File: config.mk
export PLATFORM = sky130hd
export DESIGN_NAME = eicb_top
export DESIGN_NICKNAME = d
export VERILOG_FILES = /design/src/core/eicb_pkg.sv /design/src/core/eicb_if.sv /design/src/core/eicb_top.sv /design/src/core/eicb_edge.sv /design/src/core/eicb_ahb.sv
export SDC_FILE = /design/constraint.sdc
export NUM_CORES = 1
export LEC_CHECK = 0
export BUFFER_PORTS_ARGS = -buffer_cell sky130_fd_sc_hd__buf_4
export CAP_MARGIN = 20
export CORE_MARGIN = 1
export CORE_UTILIZATION = 35
export DETAILED_ROUTE_END_ITERATION = 16
export HOLD_SLACK_MARGIN = 0.15
export PLACE_DENSITY = 0.63
export SLEW_MARGIN = 40
export SYNTH_ARGS = -nofsm -noshare
export SYNTH_HDL_FRONTEND = slang
export SYNTH_SLANG_ARGS = --single-unit
export TNS_END_PERCENT = 5
File: constraint.sdc
create_clock -name hclk -period 4.2 [get_ports hclk]
set_input_delay 0.84 -clock hclk [delete_from_list [all_inputs] [get_ports hclk]]
set_output_delay 0.84 -clock hclk [all_outputs]
set_load 0.03 [all_outputs]
File: src/core/eicb_pkg.sv
// Constants of the external interrupt control bank: offsets, field positions and reset values
// Function
// - Two writable priority bits, bit 7 for input b and bit 6 for input a, one meaning high, both one after reset.
// - Each input's flag in bits 2 to 0 is set by its event or by a software write of one, stays set until software writes it to zero, and reads zero otherwise.
// - A flag is set by its event whatever the state of its enable bit.
// - The flags can be read at any time, also while disabled, so that software can poll for events.
package eicb_pkg;
  // Register layout
  localparam int N_EXT = 3;
  localparam int ADDR_W = 8;
  localparam logic [7:0] OFF_CTRL = 8'h00;
  localparam logic [7:0] OFF_STAT = 8'h04;
  localparam logic [7:0] OFF_MASK = 8'h08;
  localparam logic [7:0] OFF_PEND = 8'h0c;
  localparam int FLAG_LSB = 0;
  localparam int EN_LSB = 3;
  localparam int PRIO_LSB = 6;
  localparam int PRIO_W = 2;
  localparam int CTRL_W = 8;
  localparam int PEND_HI_BIT = 3;
  localparam int PEND_LO_BIT = 4;
  // Reset values
  localparam logic [1:0] PRIO_RST = 2'h3;
  localparam logic [2:0] EN_RST = 3'h0;
  localparam logic [2:0] FLAG_RST = 3'h0;
  localparam logic [2:0] STAT_RST = 3'h0;
  localparam logic [2:0] MASK_RST = 3'h0;
  localparam logic [31:0] WORD_ZERO = 32'h0000_0000;
  // Bus encodings
  localparam int HTRANS_ACT_BIT = 1;
  localparam logic HRESP_OKAY = 1'b0;
  // Bus slave states
  typedef enum logic [3:0] {
    EICB_S_IDLE = 4'h1,
    EICB_S_WR = 4'h2,
    EICB_S_RDW = 4'h4,
    EICB_S_RDD = 4'h8
  } eicb_bus_state_t;
endpackage

File: src/core/eicb_if.sv
// Carriers between the bank's own modules: event pulses and register access
`timescale 1ns/100ps
interface eicb_evt_if #(
  parameter int N = eicb_pkg::N_EXT
);
  logic [N-1:0] pulse;
  modport src (output pulse);
  modport dst (input pulse);
endinterface

interface eicb_reg_if;
  logic wr_en;
  logic rd_en;
  logic [eicb_pkg::ADDR_W-1:0] addr;
  logic [31:0] wdata;
  logic [31:0] rdata;
  modport bus (output wr_en, output rd_en, output addr, output wdata, input rdata);
  modport core (input wr_en, input rd_en, input addr, input wdata, output rdata);
endinterface

File: src/core/eicb_top.sv
// External interrupt control bank: flags, enables, priorities, bus interrupt and requests to the core
`timescale 1ns/100ps
module eicb_top #(
  parameter bit RISING = 1'b1
) (
  // Clock and reset
  input wire logic hclk,
  input wire logic hresetn,
  // AHB-Lite slave
  input wire logic hsel,
  input wire logic [31:0] haddr,
  input wire logic [1:0] htrans,
  input wire logic hwrite,
  input wire logic [2:0] hsize,
  input wire logic [31:0] hwdata,
  input wire logic hready,
  output logic hreadyout,
  output logic hresp,
  output logic [31:0] hrdata,
  // External interrupt pins
  input wire logic ext_irq_input_a,
  input wire logic ext_irq_input_b,
  input wire logic ext_irq_input_c,
  // Priority of input c, held by neighbouring logic
  input wire logic ext_irq_c_priority,
  // Requests toward the core
  output logic [2:0] ext_irq_req,
  output logic irq_req_high,
  output logic irq_req_low,
  // Bus interrupt
  output logic irq
);
  localparam int N = eicb_pkg::N_EXT;

  eicb_evt_if #(.N(N)) evt_if ();
  eicb_reg_if reg_if ();

  logic [eicb_pkg::PRIO_W-1:0] prio_q;
  logic [N-1:0] en_q;
  logic [N-1:0] flag_q;
  logic [N-1:0] flag_d;
  logic [N-1:0] stat_q;
  logic [N-1:0] stat_d;
  logic [N-1:0] mask_q;
  logic [N-1:0] req_q;
  logic req_high_q;
  logic req_low_q;
  logic irq_q;
  logic [N-1:0] evt;
  logic [N-1:0] pend;
  logic [N-1:0] prio_vec;
  logic [eicb_pkg::CTRL_W-1:0] ctrl_word;
  logic wr_ctrl;
  logic wr_stat;
  logic wr_mask;

  function automatic logic hit(input logic [eicb_pkg::ADDR_W-1:0] a, input logic [eicb_pkg::ADDR_W-1:0] off);
    hit = (a == off);
  endfunction

  eicb_edge #(
    .N(N),
    .RISING(RISING)
  ) u_edge (
    .hclk(hclk),
    .hresetn(hresetn),
    .pins({ext_irq_input_c, ext_irq_input_b, ext_irq_input_a}),
    .evt(evt_if.src)
  );

  eicb_ahb u_ahb (
    .hclk(hclk),
    .hresetn(hresetn),
    .hsel(hsel),
    .haddr(haddr),
    .htrans(htrans),
    .hwrite(hwrite),
    .hwdata(hwdata),
    .hready(hready),
    .hreadyout(hreadyout),
    .hresp(hresp),
    .hrdata(hrdata),
    .regs(reg_if.bus)
  );

  assign evt = evt_if.pulse;
  assign wr_ctrl = reg_if.wr_en & hit(reg_if.addr, eicb_pkg::OFF_CTRL);
  assign wr_stat = reg_if.wr_en & hit(reg_if.addr, eicb_pkg::OFF_STAT);
  assign wr_mask = reg_if.wr_en & hit(reg_if.addr, eicb_pkg::OFF_MASK);

  always_ff @(posedge hclk or negedge hresetn) begin
    if (!hresetn) begin
      prio_q <= eicb_pkg::PRIO_RST;
    end else if (wr_ctrl) begin
      prio_q <= reg_if.wdata[eicb_pkg::PRIO_LSB +: eicb_pkg::PRIO_W];
    end
  end

  always_ff @(posedge hclk or negedge hresetn) begin
    if (!hresetn) begin
      en_q <= eicb_pkg::EN_RST;
    end else if (wr_ctrl) begin
      en_q <= reg_if.wdata[eicb_pkg::EN_LSB +: N];
    end
  end

  always_comb begin
    flag_d = (wr_ctrl ? reg_if.wdata[eicb_pkg::FLAG_LSB +: N] : flag_q) | evt;
  end

  always_ff @(posedge hclk or negedge hresetn) begin
    if (!hresetn) begin
      flag_q <= eicb_pkg::FLAG_RST;
    end else begin
      flag_q <= flag_d;
    end
  end

  // Bus status: write one to clear, a new event wins
  always_comb begin
    stat_d = (stat_q & ~(wr_stat ? reg_if.wdata[N-1:0] : eicb_pkg::STAT_RST)) | evt;
  end

  always_ff @(posedge hclk or negedge hresetn) begin
    if (!hresetn) begin
      stat_q <= eicb_pkg::STAT_RST;
    end else begin
      stat_q <= stat_d;
    end
  end

  always_ff @(posedge hclk or negedge hresetn) begin
    if (!hresetn) begin
      mask_q <= eicb_pkg::MASK_RST;
    end else if (wr_mask) begin
      mask_q <= reg_if.wdata[N-1:0];
    end
  end

  always_ff @(posedge hclk or negedge hresetn) begin
    if (!hresetn) begin
      irq_q <= 1'b0;
    end else begin
      irq_q <= |(stat_q & mask_q);
    end
  end

  assign pend = flag_q & en_q;
  assign prio_vec = {ext_irq_c_priority, prio_q};

  always_ff @(posedge hclk or negedge hresetn) begin
    if (!hresetn) begin
      req_q <= '0;
      req_high_q <= 1'b0;
      req_low_q <= 1'b0;
    end else begin
      req_q <= pend;
      req_high_q <= |(pend & prio_vec);
      req_low_q <= |(pend & ~prio_vec);
    end
  end

  assign ext_irq_req = req_q;
  assign irq_req_high = req_high_q;
  assign irq_req_low = req_low_q;
  assign irq = irq_q;

  assign ctrl_word = {prio_q, en_q, flag_q};

  always_comb begin
    reg_if.rdata = eicb_pkg::WORD_ZERO;
    case (reg_if.addr)
      eicb_pkg::OFF_CTRL: reg_if.rdata[eicb_pkg::CTRL_W-1:0] = ctrl_word;
      eicb_pkg::OFF_STAT: reg_if.rdata[N-1:0] = stat_q;
      eicb_pkg::OFF_MASK: reg_if.rdata[N-1:0] = mask_q;
      eicb_pkg::OFF_PEND: begin
        reg_if.rdata[N-1:0] = pend;
        reg_if.rdata[eicb_pkg::PEND_HI_BIT] = |(pend & prio_vec);
        reg_if.rdata[eicb_pkg::PEND_LO_BIT] = |(pend & ~prio_vec);
      end
      default: reg_if.rdata = eicb_pkg::WORD_ZERO;
    endcase
  end

  logic rd_ctrl;
  logic rd_accept;
  logic wr_accept;
  logic rd_pend;
  logic rd_stat;
  assign rd_ctrl = reg_if.rd_en & hit(reg_if.addr, eicb_pkg::OFF_CTRL);
  assign rd_accept = hsel & hready & htrans[eicb_pkg::HTRANS_ACT_BIT] & ~hwrite;
  assign wr_accept = hsel & hready & htrans[eicb_pkg::HTRANS_ACT_BIT] & hwrite;
  assign rd_pend = reg_if.rd_en & hit(reg_if.addr, eicb_pkg::OFF_PEND);
  assign rd_stat = reg_if.rd_en & hit(reg_if.addr, eicb_pkg::OFF_STAT);
endmodule

File: src/core/eicb_edge.sv
// Pin synchronisers and edge detectors of the external interrupt inputs
`timescale 1ns/100ps
module eicb_edge #(
  parameter int N = eicb_pkg::N_EXT,
  parameter bit RISING = 1'b1
) (
  // Clock and reset
  input wire logic hclk,
  input wire logic hresetn,
  // Pins and event pulses
  input wire logic [N-1:0] pins,
  eicb_evt_if.src evt
);
  localparam logic IDLE_LEVEL = RISING ? 1'b0 : 1'b1;

  genvar i;
  generate
    for (i = 0; i < N; i++) begin : g_in
      logic meta_q;
      logic sync_q;
      logic prev_q;
      // First stage feeds only the second
      always_ff @(posedge hclk or negedge hresetn) begin
        if (!hresetn) begin
          meta_q <= IDLE_LEVEL;
          sync_q <= IDLE_LEVEL;
          prev_q <= IDLE_LEVEL;
        end else begin
          meta_q <= pins[i];
          sync_q <= meta_q;
          prev_q <= sync_q;
        end
      end
      assign evt.pulse[i] = RISING ? (sync_q & ~prev_q) : (~sync_q & prev_q);
    end
  endgenerate
endmodule

File: src/core/eicb_ahb.sv
// AHB-Lite slave front end: zero-wait writes, reads with one wait state
`timescale 1ns/100ps
module eicb_ahb (
  // Clock and reset
  input wire logic hclk,
  input wire logic hresetn,
  // AHB-Lite slave
  input wire logic hsel,
  input wire logic [31:0] haddr,
  input wire logic [1:0] htrans,
  input wire logic hwrite,
  input wire logic [31:0] hwdata,
  input wire logic hready,
  output logic hreadyout,
  output logic hresp,
  output logic [31:0] hrdata,
  // Register side
  eicb_reg_if.bus regs
);
  eicb_pkg::eicb_bus_state_t state_q;
  eicb_pkg::eicb_bus_state_t state_d;
  logic [eicb_pkg::ADDR_W-1:0] addr_q;
  logic [31:0] hrdata_q;
  logic accept;

  assign accept = hsel & hready & htrans[eicb_pkg::HTRANS_ACT_BIT];

  always_comb begin
    state_d = eicb_pkg::EICB_S_IDLE;
    case (state_q)
      eicb_pkg::EICB_S_RDW: state_d = eicb_pkg::EICB_S_RDD;
      eicb_pkg::EICB_S_IDLE, eicb_pkg::EICB_S_WR, eicb_pkg::EICB_S_RDD: begin
        if (accept) begin
          state_d = hwrite ? eicb_pkg::EICB_S_WR : eicb_pkg::EICB_S_RDW;
        end
      end
      default: state_d = eicb_pkg::EICB_S_IDLE;
    endcase
  end

  always_ff @(posedge hclk or negedge hresetn) begin
    if (!hresetn) begin
      state_q <= eicb_pkg::EICB_S_IDLE;
    end else begin
      state_q <= state_d;
    end
  end

  always_ff @(posedge hclk or negedge hresetn) begin
    if (!hresetn) begin
      addr_q <= '0;
    end else if (accept) begin
      addr_q <= haddr[eicb_pkg::ADDR_W-1:0];
    end
  end

  // Read data sampled in the wait state, after any earlier write has landed
  always_ff @(posedge hclk or negedge hresetn) begin
    if (!hresetn) begin
      hrdata_q <= eicb_pkg::WORD_ZERO;
    end else if (state_q == eicb_pkg::EICB_S_RDW) begin
      hrdata_q <= regs.rdata;
    end
  end

  assign regs.wr_en = (state_q == eicb_pkg::EICB_S_WR);
  assign regs.rd_en = (state_q == eicb_pkg::EICB_S_RDW);
  assign regs.addr = addr_q;
  assign regs.wdata = hwdata;
  assign hreadyout = (state_q != eicb_pkg::EICB_S_RDW);
  assign hresp = eicb_pkg::HRESP_OKAY;
  assign hrdata = hrdata_q;
endmodule

==> flow_summary.toml, run 1 <==
[finish]
fin_nets = 286
layout_common_cells = "46 x dfrtp_1, 40 x buf_4, 25 x conb_1"
final_common_cell = "dfrtp_1"
drive_gt1_share_pct = 36.54
final_cell_area_um2 = 2564
area_delta_synth_final_pct = 17.96
antenna_cells = 0
final_util_pct = 43.05

[hold_path]
whs_path_depth = 0
worstHoldStart = "u_edge.g_in[2].meta_q"
hold_path_class = "register to register"
holdPathEnd = "u_edge.g_in[2].sync_q"

[setup_path]
critPathCaptureType = "output pin"
cp-start-kind = "register"
worstPathRequired_ns = 3.36
r2r-start = "u_ahb.state_q[1]"
r2r_slack_ns = 2.59
crit_type = "register to output pin"
timing.rr.end = "u_ahb.hrdata[4]"
critical_path_arrival_ns = 1.54
reg2reg_depth = 4
worstPathMaxFanout = 10

[routing]
met1_length_mm = 1.648
wl_met3_um = 159
routed.top_layer = "met4"
post_drt_via_cell_ratio = 4.537
routed_wl_mm = 3.527
first_iter_violations = 50
dr.pass1.iters = 4
wl_met2_mm = 1.662
post_drt_wl_per_cell_um = 12.46
vias = 1284
drc_errors = 0
antenna_left = 0

[floorplanning]
fp.dieH_um = 80.80
dieArea_um2 = 6529
num_io_pins = 118
fp.dieW_um = 80.80
rows = 28
start_util_pct = 36.49
coreArea_um2 = 5956

[pwr]
comb_power_share_pct = 13.3
p_per_area_nw_per_um2 = 382.6
pwr-share-seq_pct = 54.0
switching_share_pct = 25.66
p_leak_uw = 0.001180
switchingPower_uw = 251.7
p_clk_share_pct = 32.7
ir_worst_vdd_mv = 0.1254
p_int_uw = 729.1

[grt]
grt_max_degree = 50
grt_first_pass_wirelength_mm = 5.727
grt_overflow = 0
grt_usage_pct = 11.85
antenna_found_initial = 0
grt_pass1_vias = 1237

[clock_network]
cts_setup_buffers = 0
cts_buffer_depth = 2
cts_root_buffer = "clkbuf_8"
clk_pin_slew_worst_paths_ns = 0.08
cts_buffers = 5
insertion_delay_ns = 0.30
cts-resized-gates = 0
postCtsHoldBufs = 0
cts_tree = "done"
cts_max_level = 2
clock-sinks = 49

[synth]
synth_cell_types = 39
netlist.area_leader.share_pct = 52.96
synth_area_leaders = "dfrtp_1 53%, buf_4 8.6%, mux2_2 8.3%"
seq_area_frac_synth_pct = 56.59
syn_area_um2 = 2173
synth.avg_cell_area_um2 = 13.25
ys_ff_latch = 49
yosysWarnings = 0
synth_area_leader_cell = "dfrtp_1"
syn_inst = 164

[timing]
finalSetupViolCount = 0
slew_viol_final = 0
fin_tns_setup_ns = 0
fmax_ghz = 0.4206
finalCriticalPeriod_ns = 2.377
skew_ns = 0.01039
final-hold-violation-count = 0
tightestPinTransition_ns = 0.5946
rsz0062_at_grt = "false"
relSlewSlack_pct = 60.36
finalCritPeriodShare_pct = 56.61

[placed_design]
dp_hpwl_mm = 2.592
placed_area_um2 = 2460
gp_congestion = 0.7707
portBuffers = 40

[job]
max_cap_violations = 0

[outcome]
status = "finished clean"
## how the worst max path moves through the flow
stage,start,end,cells after the start
4_1_cts,u_ahb.state_q[1],hreadyout,3
3_3_place_gp,u_ahb.state_q[1],hreadyout,3
6_report,u_ahb.state_q[1],hreadyout,3
2_1_floorplan,u_ahb.state_q[1],hreadyout,2
3_5_place_dp,u_ahb.state_q[1],hreadyout,3
5_1_grt,u_ahb.state_q[1],hreadyout,3
## worst max-delay path, cell delays in order, from the launching register on
cell and delay, ns:
dfrtp_1 0.45, nor4b_4 0.42, inv_2 0.17, buf_4 0.21
## registers in the layout (all words and copies together), names as in the netlist
name and count:
stat_q 3, u_ahb.hrdata 8, irq 1, prio_q 2, u_ahb.state_q 4, ext_irq_req 3
u_edge.g_in.meta_q 3, flag_q 3, en_q 3, u_edge.g_in.prev_q 3, u_edge.g_in.sync_q 3, irq_req_low 1
mask_q 3, u_ahb.regs.addr 8, irq_req_high 1
## area by class of cell
type | instances | area, um2
clock buffer | 5 | 68.82
sequential | 49 | 1230
fill | 569 | 3392
inverter | 5 | 18.77
tap | 75 | 93.84
timing repair buffer | 40 | 300.3
clock inverter | 2 | 35.03
multi-input combinational | 107 | 817.0
## through the flow
step	power, uW	cells	setup WS (ns)	hold slack, ns
finish	980.9	283	1.823	0.3538
global route	1031	283	1.716	0.3655
CTS	997.6	283	1.808	0.3562
detailed placement	672.6	276	2.146	0.3356
global placement	670.8	276	2.153	0.3316
floorplan	644.8	188	2.396	0.3312
## Yosys cell counts
cell type,number
a2111oi_0,1
a211oi_1,1
a21o_1,1
a221o_1,3
a222oi_1,1
a22o_1,5
a31oi_1,4
and2_0,2
and2_1,1
and3_1,1
and4bb_2,1
buf_2,2
buf_4,25
conb_1,1
dfrtp_1,46
dfstp_2,3
inv_1,4
inv_2,1
mux2_2,16
mux2i_1,3
mux4_2,2
nand2_1,9
nand2b_1,5
nand3_1,1
nand3_2,1
nand3b_1,1
nand4_1,1
nand4_4,1
nor2_1,7
nor2b_1,4
nor3_4,1
nor3b_1,1
nor4_4,1
nor4b_4,2
o211ai_1,1
o21ai_0,1
o221ai_1,1
o2bb2a_1,1
or2b_1,1
## power by group through the flow
stage	clock (uW)	combinational (uW)	sequential, uW
2_1_floorplan	0	110	535
3_3_place_gp	0	131	540
3_5_place_dp	0	132	540
4_1_cts	334	133	531
5_1_grt	352	143	535
6_report	320	130	530
## metal layers
layer	vias up	track usage, %
met5	-	0
met4	0	5.893
li1	620	-
met1	629	15.56
met2	30	18.40
met3	5	2.697
## cells by family (layout without fill, tap and decap cells)
group | count (synthesis) | count (layout) | share of synthesized area, %
flip-flops | 49 | 49 | 56.59
AND/OR/NAND/NOR | 41 | 41 | 13.99
buffers and inverters | 32 | 52 | 9.959
multiplexers | 21 | 21 | 11.74
AO/OA/AOI/OAI | 20 | 20 | 7.542
other | 1 | 25 | 0.1725
Power figures use the tool's default switching activity.
==> run 2: changes to the inputs <==
--- a/config.mk
+++ b/config.mk
@@ -5,13 +5,14 @@
 export SDC_FILE = /design/constraint.sdc
 export NUM_CORES = 1
 export LEC_CHECK = 0
+export ABC_AREA = 1
 export BUFFER_PORTS_ARGS = -buffer_cell sky130_fd_sc_hd__buf_4
 export CAP_MARGIN = 20
 export CORE_MARGIN = 1
 export CORE_UTILIZATION = 35
 export DETAILED_ROUTE_END_ITERATION = 16
 export HOLD_SLACK_MARGIN = 0.15
-export PLACE_DENSITY = 0.63
+export PLACE_DENSITY = 0.65
 export SLEW_MARGIN = 40
 export SYNTH_ARGS = -nofsm -noshare
 export SYNTH_HDL_FRONTEND = slang
==> constraint.sdc (replaced) <==
create_clock -name hclk -period 2 [get_ports hclk]
set_input_delay 0.4 -clock hclk [delete_from_list [all_inputs] [get_ports hclk]]
set_output_delay 0.4 -clock hclk [all_outputs]
set_load 0.03 [all_outputs]
==> flow_summary.toml, run 2 <==
[finish]
final_common_cell = "nand2_1"
layout_common_cells = "64 x nand2_1, 46 x dfrtp_1, 41 x buf_4"
antenna_cells = 0
instances_no_fill = 362
area_delta_synth_final_pct = 19.51
final_util_pct = 43.87
fin_nets = 364
drive_gt1_share_pct = 25.44

[routing]
drc_errors = 0
routed_wl_mm = 3.918
antenna_left = 0
post_drt_via_cell_ratio = 4.409
dr.pass1.iters = 4
first_iter_violations = 96
post_drt_wl_per_cell_um = 10.82
vias = 1596

[clock_network]
cts_max_level = 2
clock-sinks = 49
insertion_delay_ns = 0.30
cts-resized-gates = 0
clk_pin_slew_worst_paths_ns = 0.09
cts_buffer_depth = 2
cts_setup_buffers = 0
cts_root_buffer = "clkbuf_8"
cts_buffers = 5
cts_tree = "done"

[grt]
grt_max_degree = 50
grt_usage_pct = 13.02
grt_first_pass_wirelength_mm = 6.492
grt_pass1_vias = 1439
grt_overflow = 0
antenna_found_initial = 0

[outcome]
status = "finished clean"

[synth]
netlist.area_leader.share_pct = 52.04
async_flop_share_pct = 100.0
synth_area_leader_cell = "dfrtp_1"
yosysMostFrequentCell = "nand2_1"
synth_edf_count = 0
synth_cell_types = 27
synth_common_cells = "64 x nand2_1, 46 x dfrtp_1, 26 x nand3_1"
ys_ff_latch = 49
syn_inst = 240
yosysWarnings = 0
synth_area_leaders = "dfrtp_1 52%, nand2_1 11%, buf_4 8.5%"
synth_ff_type = "dfrtp_1"
synth.avg_cell_area_um2 = 9.217
seq_area_frac_synth_pct = 55.60
syn_area_um2 = 2212

[pwr]
p_per_area_nw_per_um2 = 811.4
ir_worst_vdd_mv = 0.3345
p_leak_uw = 0.001332

[timing]
finalSetupViolCount = 0
whs_ns = 0.2011
final-hold-violation-count = 0
setup_ws_ns = 0.2858
slew_viol_final = 0
finalCritPeriodShare_pct = 85.71
tightestPinTransition_ns = 0.5965
fin_tns_setup_ns = 0
finalCriticalPeriod_ns = 1.714
rsz0062_at_grt = "false"
relSlewSlack_pct = 60.23
fmax_ghz = 0.5833
skew_ns = 0.007849

[placed_design]
portBuffers = 40
pre_cts_slack_ns = 0.5568
dp_hpwl_mm = 2.992
place_inst = 353
gp_congestion = 0.7957

[floorplanning]
fp.dieW_um = 81.50
num_io_pins = 118
dieArea_um2 = 6642
coreArea_um2 = 6026
fp.dieH_um = 81.50
start_util_pct = 36.71
rows = 28

[job]
max_cap_violations = 0

[setup_path]
crit_slowest_cell = "dfstp_2"
worstPathMaxFanout = 10
cp-start-kind = "register"
worstPathRequired_ns = 1.60
critPathCaptureType = "output pin"
critical_path_arrival_ns = 1.31
cp_cell_sequence = "inv_1 -> nand2_2 -> nor3_4 -> inv_4 -> buf_4"
crit_type = "register to output pin"
crit_path_max_incr_delay_ns = 0.55

[hold_path]
hold_path_class = "primary input to register"
==> run 2: changes by cell type after synthesis, moves of 5 or more <==
cell / previous run / this run
nand2_1: 9 / 64
nand3_1: 1 / 26
mux2_2: 16 / 4
inv_1: 4 / 15
nor2_1: 7 / 16
a21oi_1: 0 / 7
a22o_1: 5 / 0
nand2b_1: 5 / 0
o21ai_0: 1 / 6
==> run 2: what timing repair did <==
item,in CTS,in global routing
setup endpoints to repair,0,0
hold buffers,1,0
hold endpoints to repair,46,0
==> run 2: cell families (layout without fill, tap and decap cells) <==
kind of cell | after synthesis | in the layout | synth area share (%)
AO/OA/AOI/OAI | 19 | 19 | 5.147
buffers and inverters | 47 | 70 | 12.73
flip-flops | 49 | 49 | 55.60
multiplexers | 4 | 4 | 2.036
other | 1 | 25 | 0.1695
AND/OR/NAND/NOR | 120 | 120 | 24.32
==> run 2: routing by layer <==
layer  vias up  global-route usage (%)  part of all wire (%)
met3         5                   4.222                   5.9
met1       744                   16.34                    45
met4         0                   4.286                   1.1
li1        799                       -                     -
met2        48                   21.08                    48
met5         -                       0                     0
==> run 2: cell type report <==
cell class | count | area, um2
Clock inverter | 3 | 65.06
Fill cell | 597 | 3382
Timing Repair Buffer | 42 | 317.8
Tap cell | 75 | 93.84
Sequential cell | 49 | 1230
Multi-Input combinational cell | 168 | 790.8
Clock buffer | 5 | 68.82
Inverter | 20 | 77.57
==> run 2: stage by stage <==
step | instance area (um2) | power, uW
final | 2644 | 2145
after global routing | 2644 | 2247
after CTS | 2644 | 2175
after detailed placement | 2500 | 1354
after global placement | 2500 | 1348
after floorplan | 2302 | 1295
==> run 2: report_power, final <==
part / internal [uW] / leakage (uW) / switching (uW)
logic: 85.5 / 0.000733 / 173
registers: 1040 / 0.000531 / 29.1
clock network: 496 / 0.0000681 / 317
total: 1630 / 0.00133 / 520
==> run 2: final timing paths <==
check	startpoint	endpoint	slack (ns)	depth (start not counted)
worst max-delay path	u_ahb.state_q[0]	hreadyout	0.29	5
worst min-delay path	ext_irq_input_b	u_edge.g_in[1].meta_q	0.20	1
worst max register to register	u_ahb.regs.addr[7]	flag_q[0]	0.56	6
worst min register to register	u_edge.g_in[2].meta_q	u_edge.g_in[2].sync_q	0.35	0
max in group asynchronous	hresetn	u_ahb.regs.addr[1]	0.95	2
min in group asynchronous	hresetn	u_edge.g_in[1].meta_q	0.63	2
==> run 2: worst max-delay path, delay by kind of cell (launching register included) <==
| kind | cells | cell delay (ns) |
|---|---|---|
| buf+inv | 3 | 0.33 |
| flops | 1 | 0.55 |
| simple gates | 2 | 0.14 |
==> run 3: changes to the inputs <==
--- a/config.mk
+++ b/config.mk
@@ -8,11 +8,12 @@
 export ABC_AREA = 1
 export BUFFER_PORTS_ARGS = -buffer_cell sky130_fd_sc_hd__buf_4
 export CAP_MARGIN = 20
-export CORE_MARGIN = 1
-export CORE_UTILIZATION = 35
+export CORE_MARGIN = 2
+export CORE_UTILIZATION = 40
 export DETAILED_ROUTE_END_ITERATION = 16
 export HOLD_SLACK_MARGIN = 0.15
-export PLACE_DENSITY = 0.65
+export PLACE_DENSITY = 0.73
+export REMOVE_ABC_BUFFERS = 1
 export SLEW_MARGIN = 40
 export SYNTH_ARGS = -nofsm -noshare
 export SYNTH_HDL_FRONTEND = slang
==> flow_summary.toml, run 3 (synthesized netlist as in run 2, its figures left out) <==
[timing]
slew_viol_final = 0
finalCritPeriodShare_pct = 86.25
skew_ns = 0.007468
rsz0062_at_grt = "false"
fin_tns_setup_ns = 0
tightestPinTransition_ns = 0.5879
finalCriticalPeriod_ns = 1.725
fmax_ghz = 0.5797
finalSetupViolCount = 0
final-hold-violation-count = 0
relSlewSlack_pct = 60.80

[routing]
post_drt_via_cell_ratio = 4.474
post_drt_wl_per_cell_um = 10.44
met1_length_mm = 1.590
dr.pass1.iters = 4
wl_met2_mm = 1.873
first_iter_violations = 103
routed_wl_mm = 3.748
routed.top_layer = "met4"
antenna_left = 0
wl_met3_um = 246
drc_errors = 0
vias = 1606

[clock_network]
cts-resized-gates = 0
insertion_delay_ns = 0.30
cts_root_buffer = "clkbuf_8"
cts_max_level = 2
clk_pin_slew_worst_paths_ns = 0.09
cts_buffers = 5
cts_setup_buffers = 0
clock-sinks = 49
cts_buffer_depth = 2
cts_tree = "done"

[pwr]
p_leak_uw = 0.001312
p_total_uw = 1898
ir_worst_vdd_mv = 0.4376
p_per_area_nw_per_um2 = 730.9

[finish]
final_common_cell = "nand2_1"
drive_gt1_share_pct = 25.44
layout_common_cells = "64 x nand2_1, 46 x dfrtp_1, 41 x buf_4"
fin_nets = 364
num-fill-cells = 540
final_cell_area_um2 = 2597
antenna_cells = 0
area_delta_synth_final_pct = 17.42

[floorplanning]
rows = 27
fp.dieW_um = 78.37
num_io_pins = 118
dieArea_um2 = 6141
fp.dieH_um = 78.37
start_util_pct = 40.67
coreArea_um2 = 5439

[placed_design]
placed_area_um2 = 2496
portBuffers = 40
gp_congestion = 0.8245
dp_hpwl_mm = 2.876

[setup_path]
critical_path_arrival_ns = 1.32
worstPathRequired_ns = 1.60
critPathCaptureType = "output pin"
crit_type = "register to output pin"
worstPathMaxFanout = 10
cp-start-kind = "register"

[grt]
grt_max_degree = 50
antenna_found_initial = 0
grt_pass1_vias = 1492
grt_usage_pct = 13.63
grt_overflow = 0
grt_first_pass_wirelength_mm = 6.672

[outcome]
status = "finished clean"

[job]
max_cap_violations = 0

[hold_path]
hold_path_class = "primary input to register"
==> run 3: cell count changes in the layout (fill, tap and decap cells not counted), sizes merged <==
| cell | delta |
|---|---|
| bufinv | -2 |
| clkinv | +2 |
==> run 3: final cells by class <==
type	instances	area (um2)	share of cell area, %
inverters	20	77.57	2.987
well taps	72	90.09	3.468
clock inverters	3	22.52	0.8671
clock buffers	5	68.82	2.649
flip-flops and latches	49	1230	47.35
multi-input cells	168	790.8	30.44
repair buffers	42	317.8	12.24
==> run 3: per-stage QoR <==
step                std cells  hold WS (ns)  setup WS (ns)  util [%]
finish                    359        0.2004         0.2751     47.76
global route              359        0.1804         0.1786     47.76
CTS                       359        0.1927         0.2553     47.76
detailed placement        350        0.3347         0.5505     45.89
global placement          350        0.3317         0.5645     45.89
floorplan                 237        0.1044         0.6925         -
==> run 3: what timing repair did <==
action / 4_1_cts / 5_1_grt
endpoints found under the hold margin: 46 / 0
endpoints found under the setup margin: 0 / 0
hold buffers: 1 / 0
==> run 3: worst max-delay path: stages, from the launching register on <==
cell,delay (ns)
dfstp_2,0.56
inv_1,0.05
nand2_2,0.09
nor3_4,0.05
inv_4,0.11
buf_4,0.17
==> run 3: path summary, 6_finish.rpt <==
| check | start | to | slack, ns | cells past startpoint |
|---|---|---|---|---|
| worst max-delay path | u_ahb.state_q[0] | hreadyout | 0.28 | 5 |
| worst min-delay path | ext_irq_input_c | u_edge.g_in[2].meta_q | 0.20 | 1 |
| worst max register to register | u_ahb.regs.addr[7] | flag_q[1] | 0.59 | 6 |
| worst min register to register | u_edge.g_in[2].meta_q | u_edge.g_in[2].sync_q | 0.36 | 0 |
| max in group asynchronous | hresetn | u_ahb.state_q[3] | 0.97 | 2 |
| min in group asynchronous | hresetn | u_edge.g_in[2].meta_q | 0.63 | 2 |
==> run 3: per-layer routing <==
metal | GRT usage, % | vias to the layer above
met2 | 22.16 | 46
met4 | 3.684 | 0
li1 | - | 801
met5 | 0 | -
met3 | 4.368 | 5
met1 | 17.63 | 754
==> run 3: report_power, final <==
part	total [uW]	internal (uW)	switching, uW
Combinational	257	85.4	172
Clock	567	248	319
Sequential	1070	1040	31.1
Total	1900	1380	521
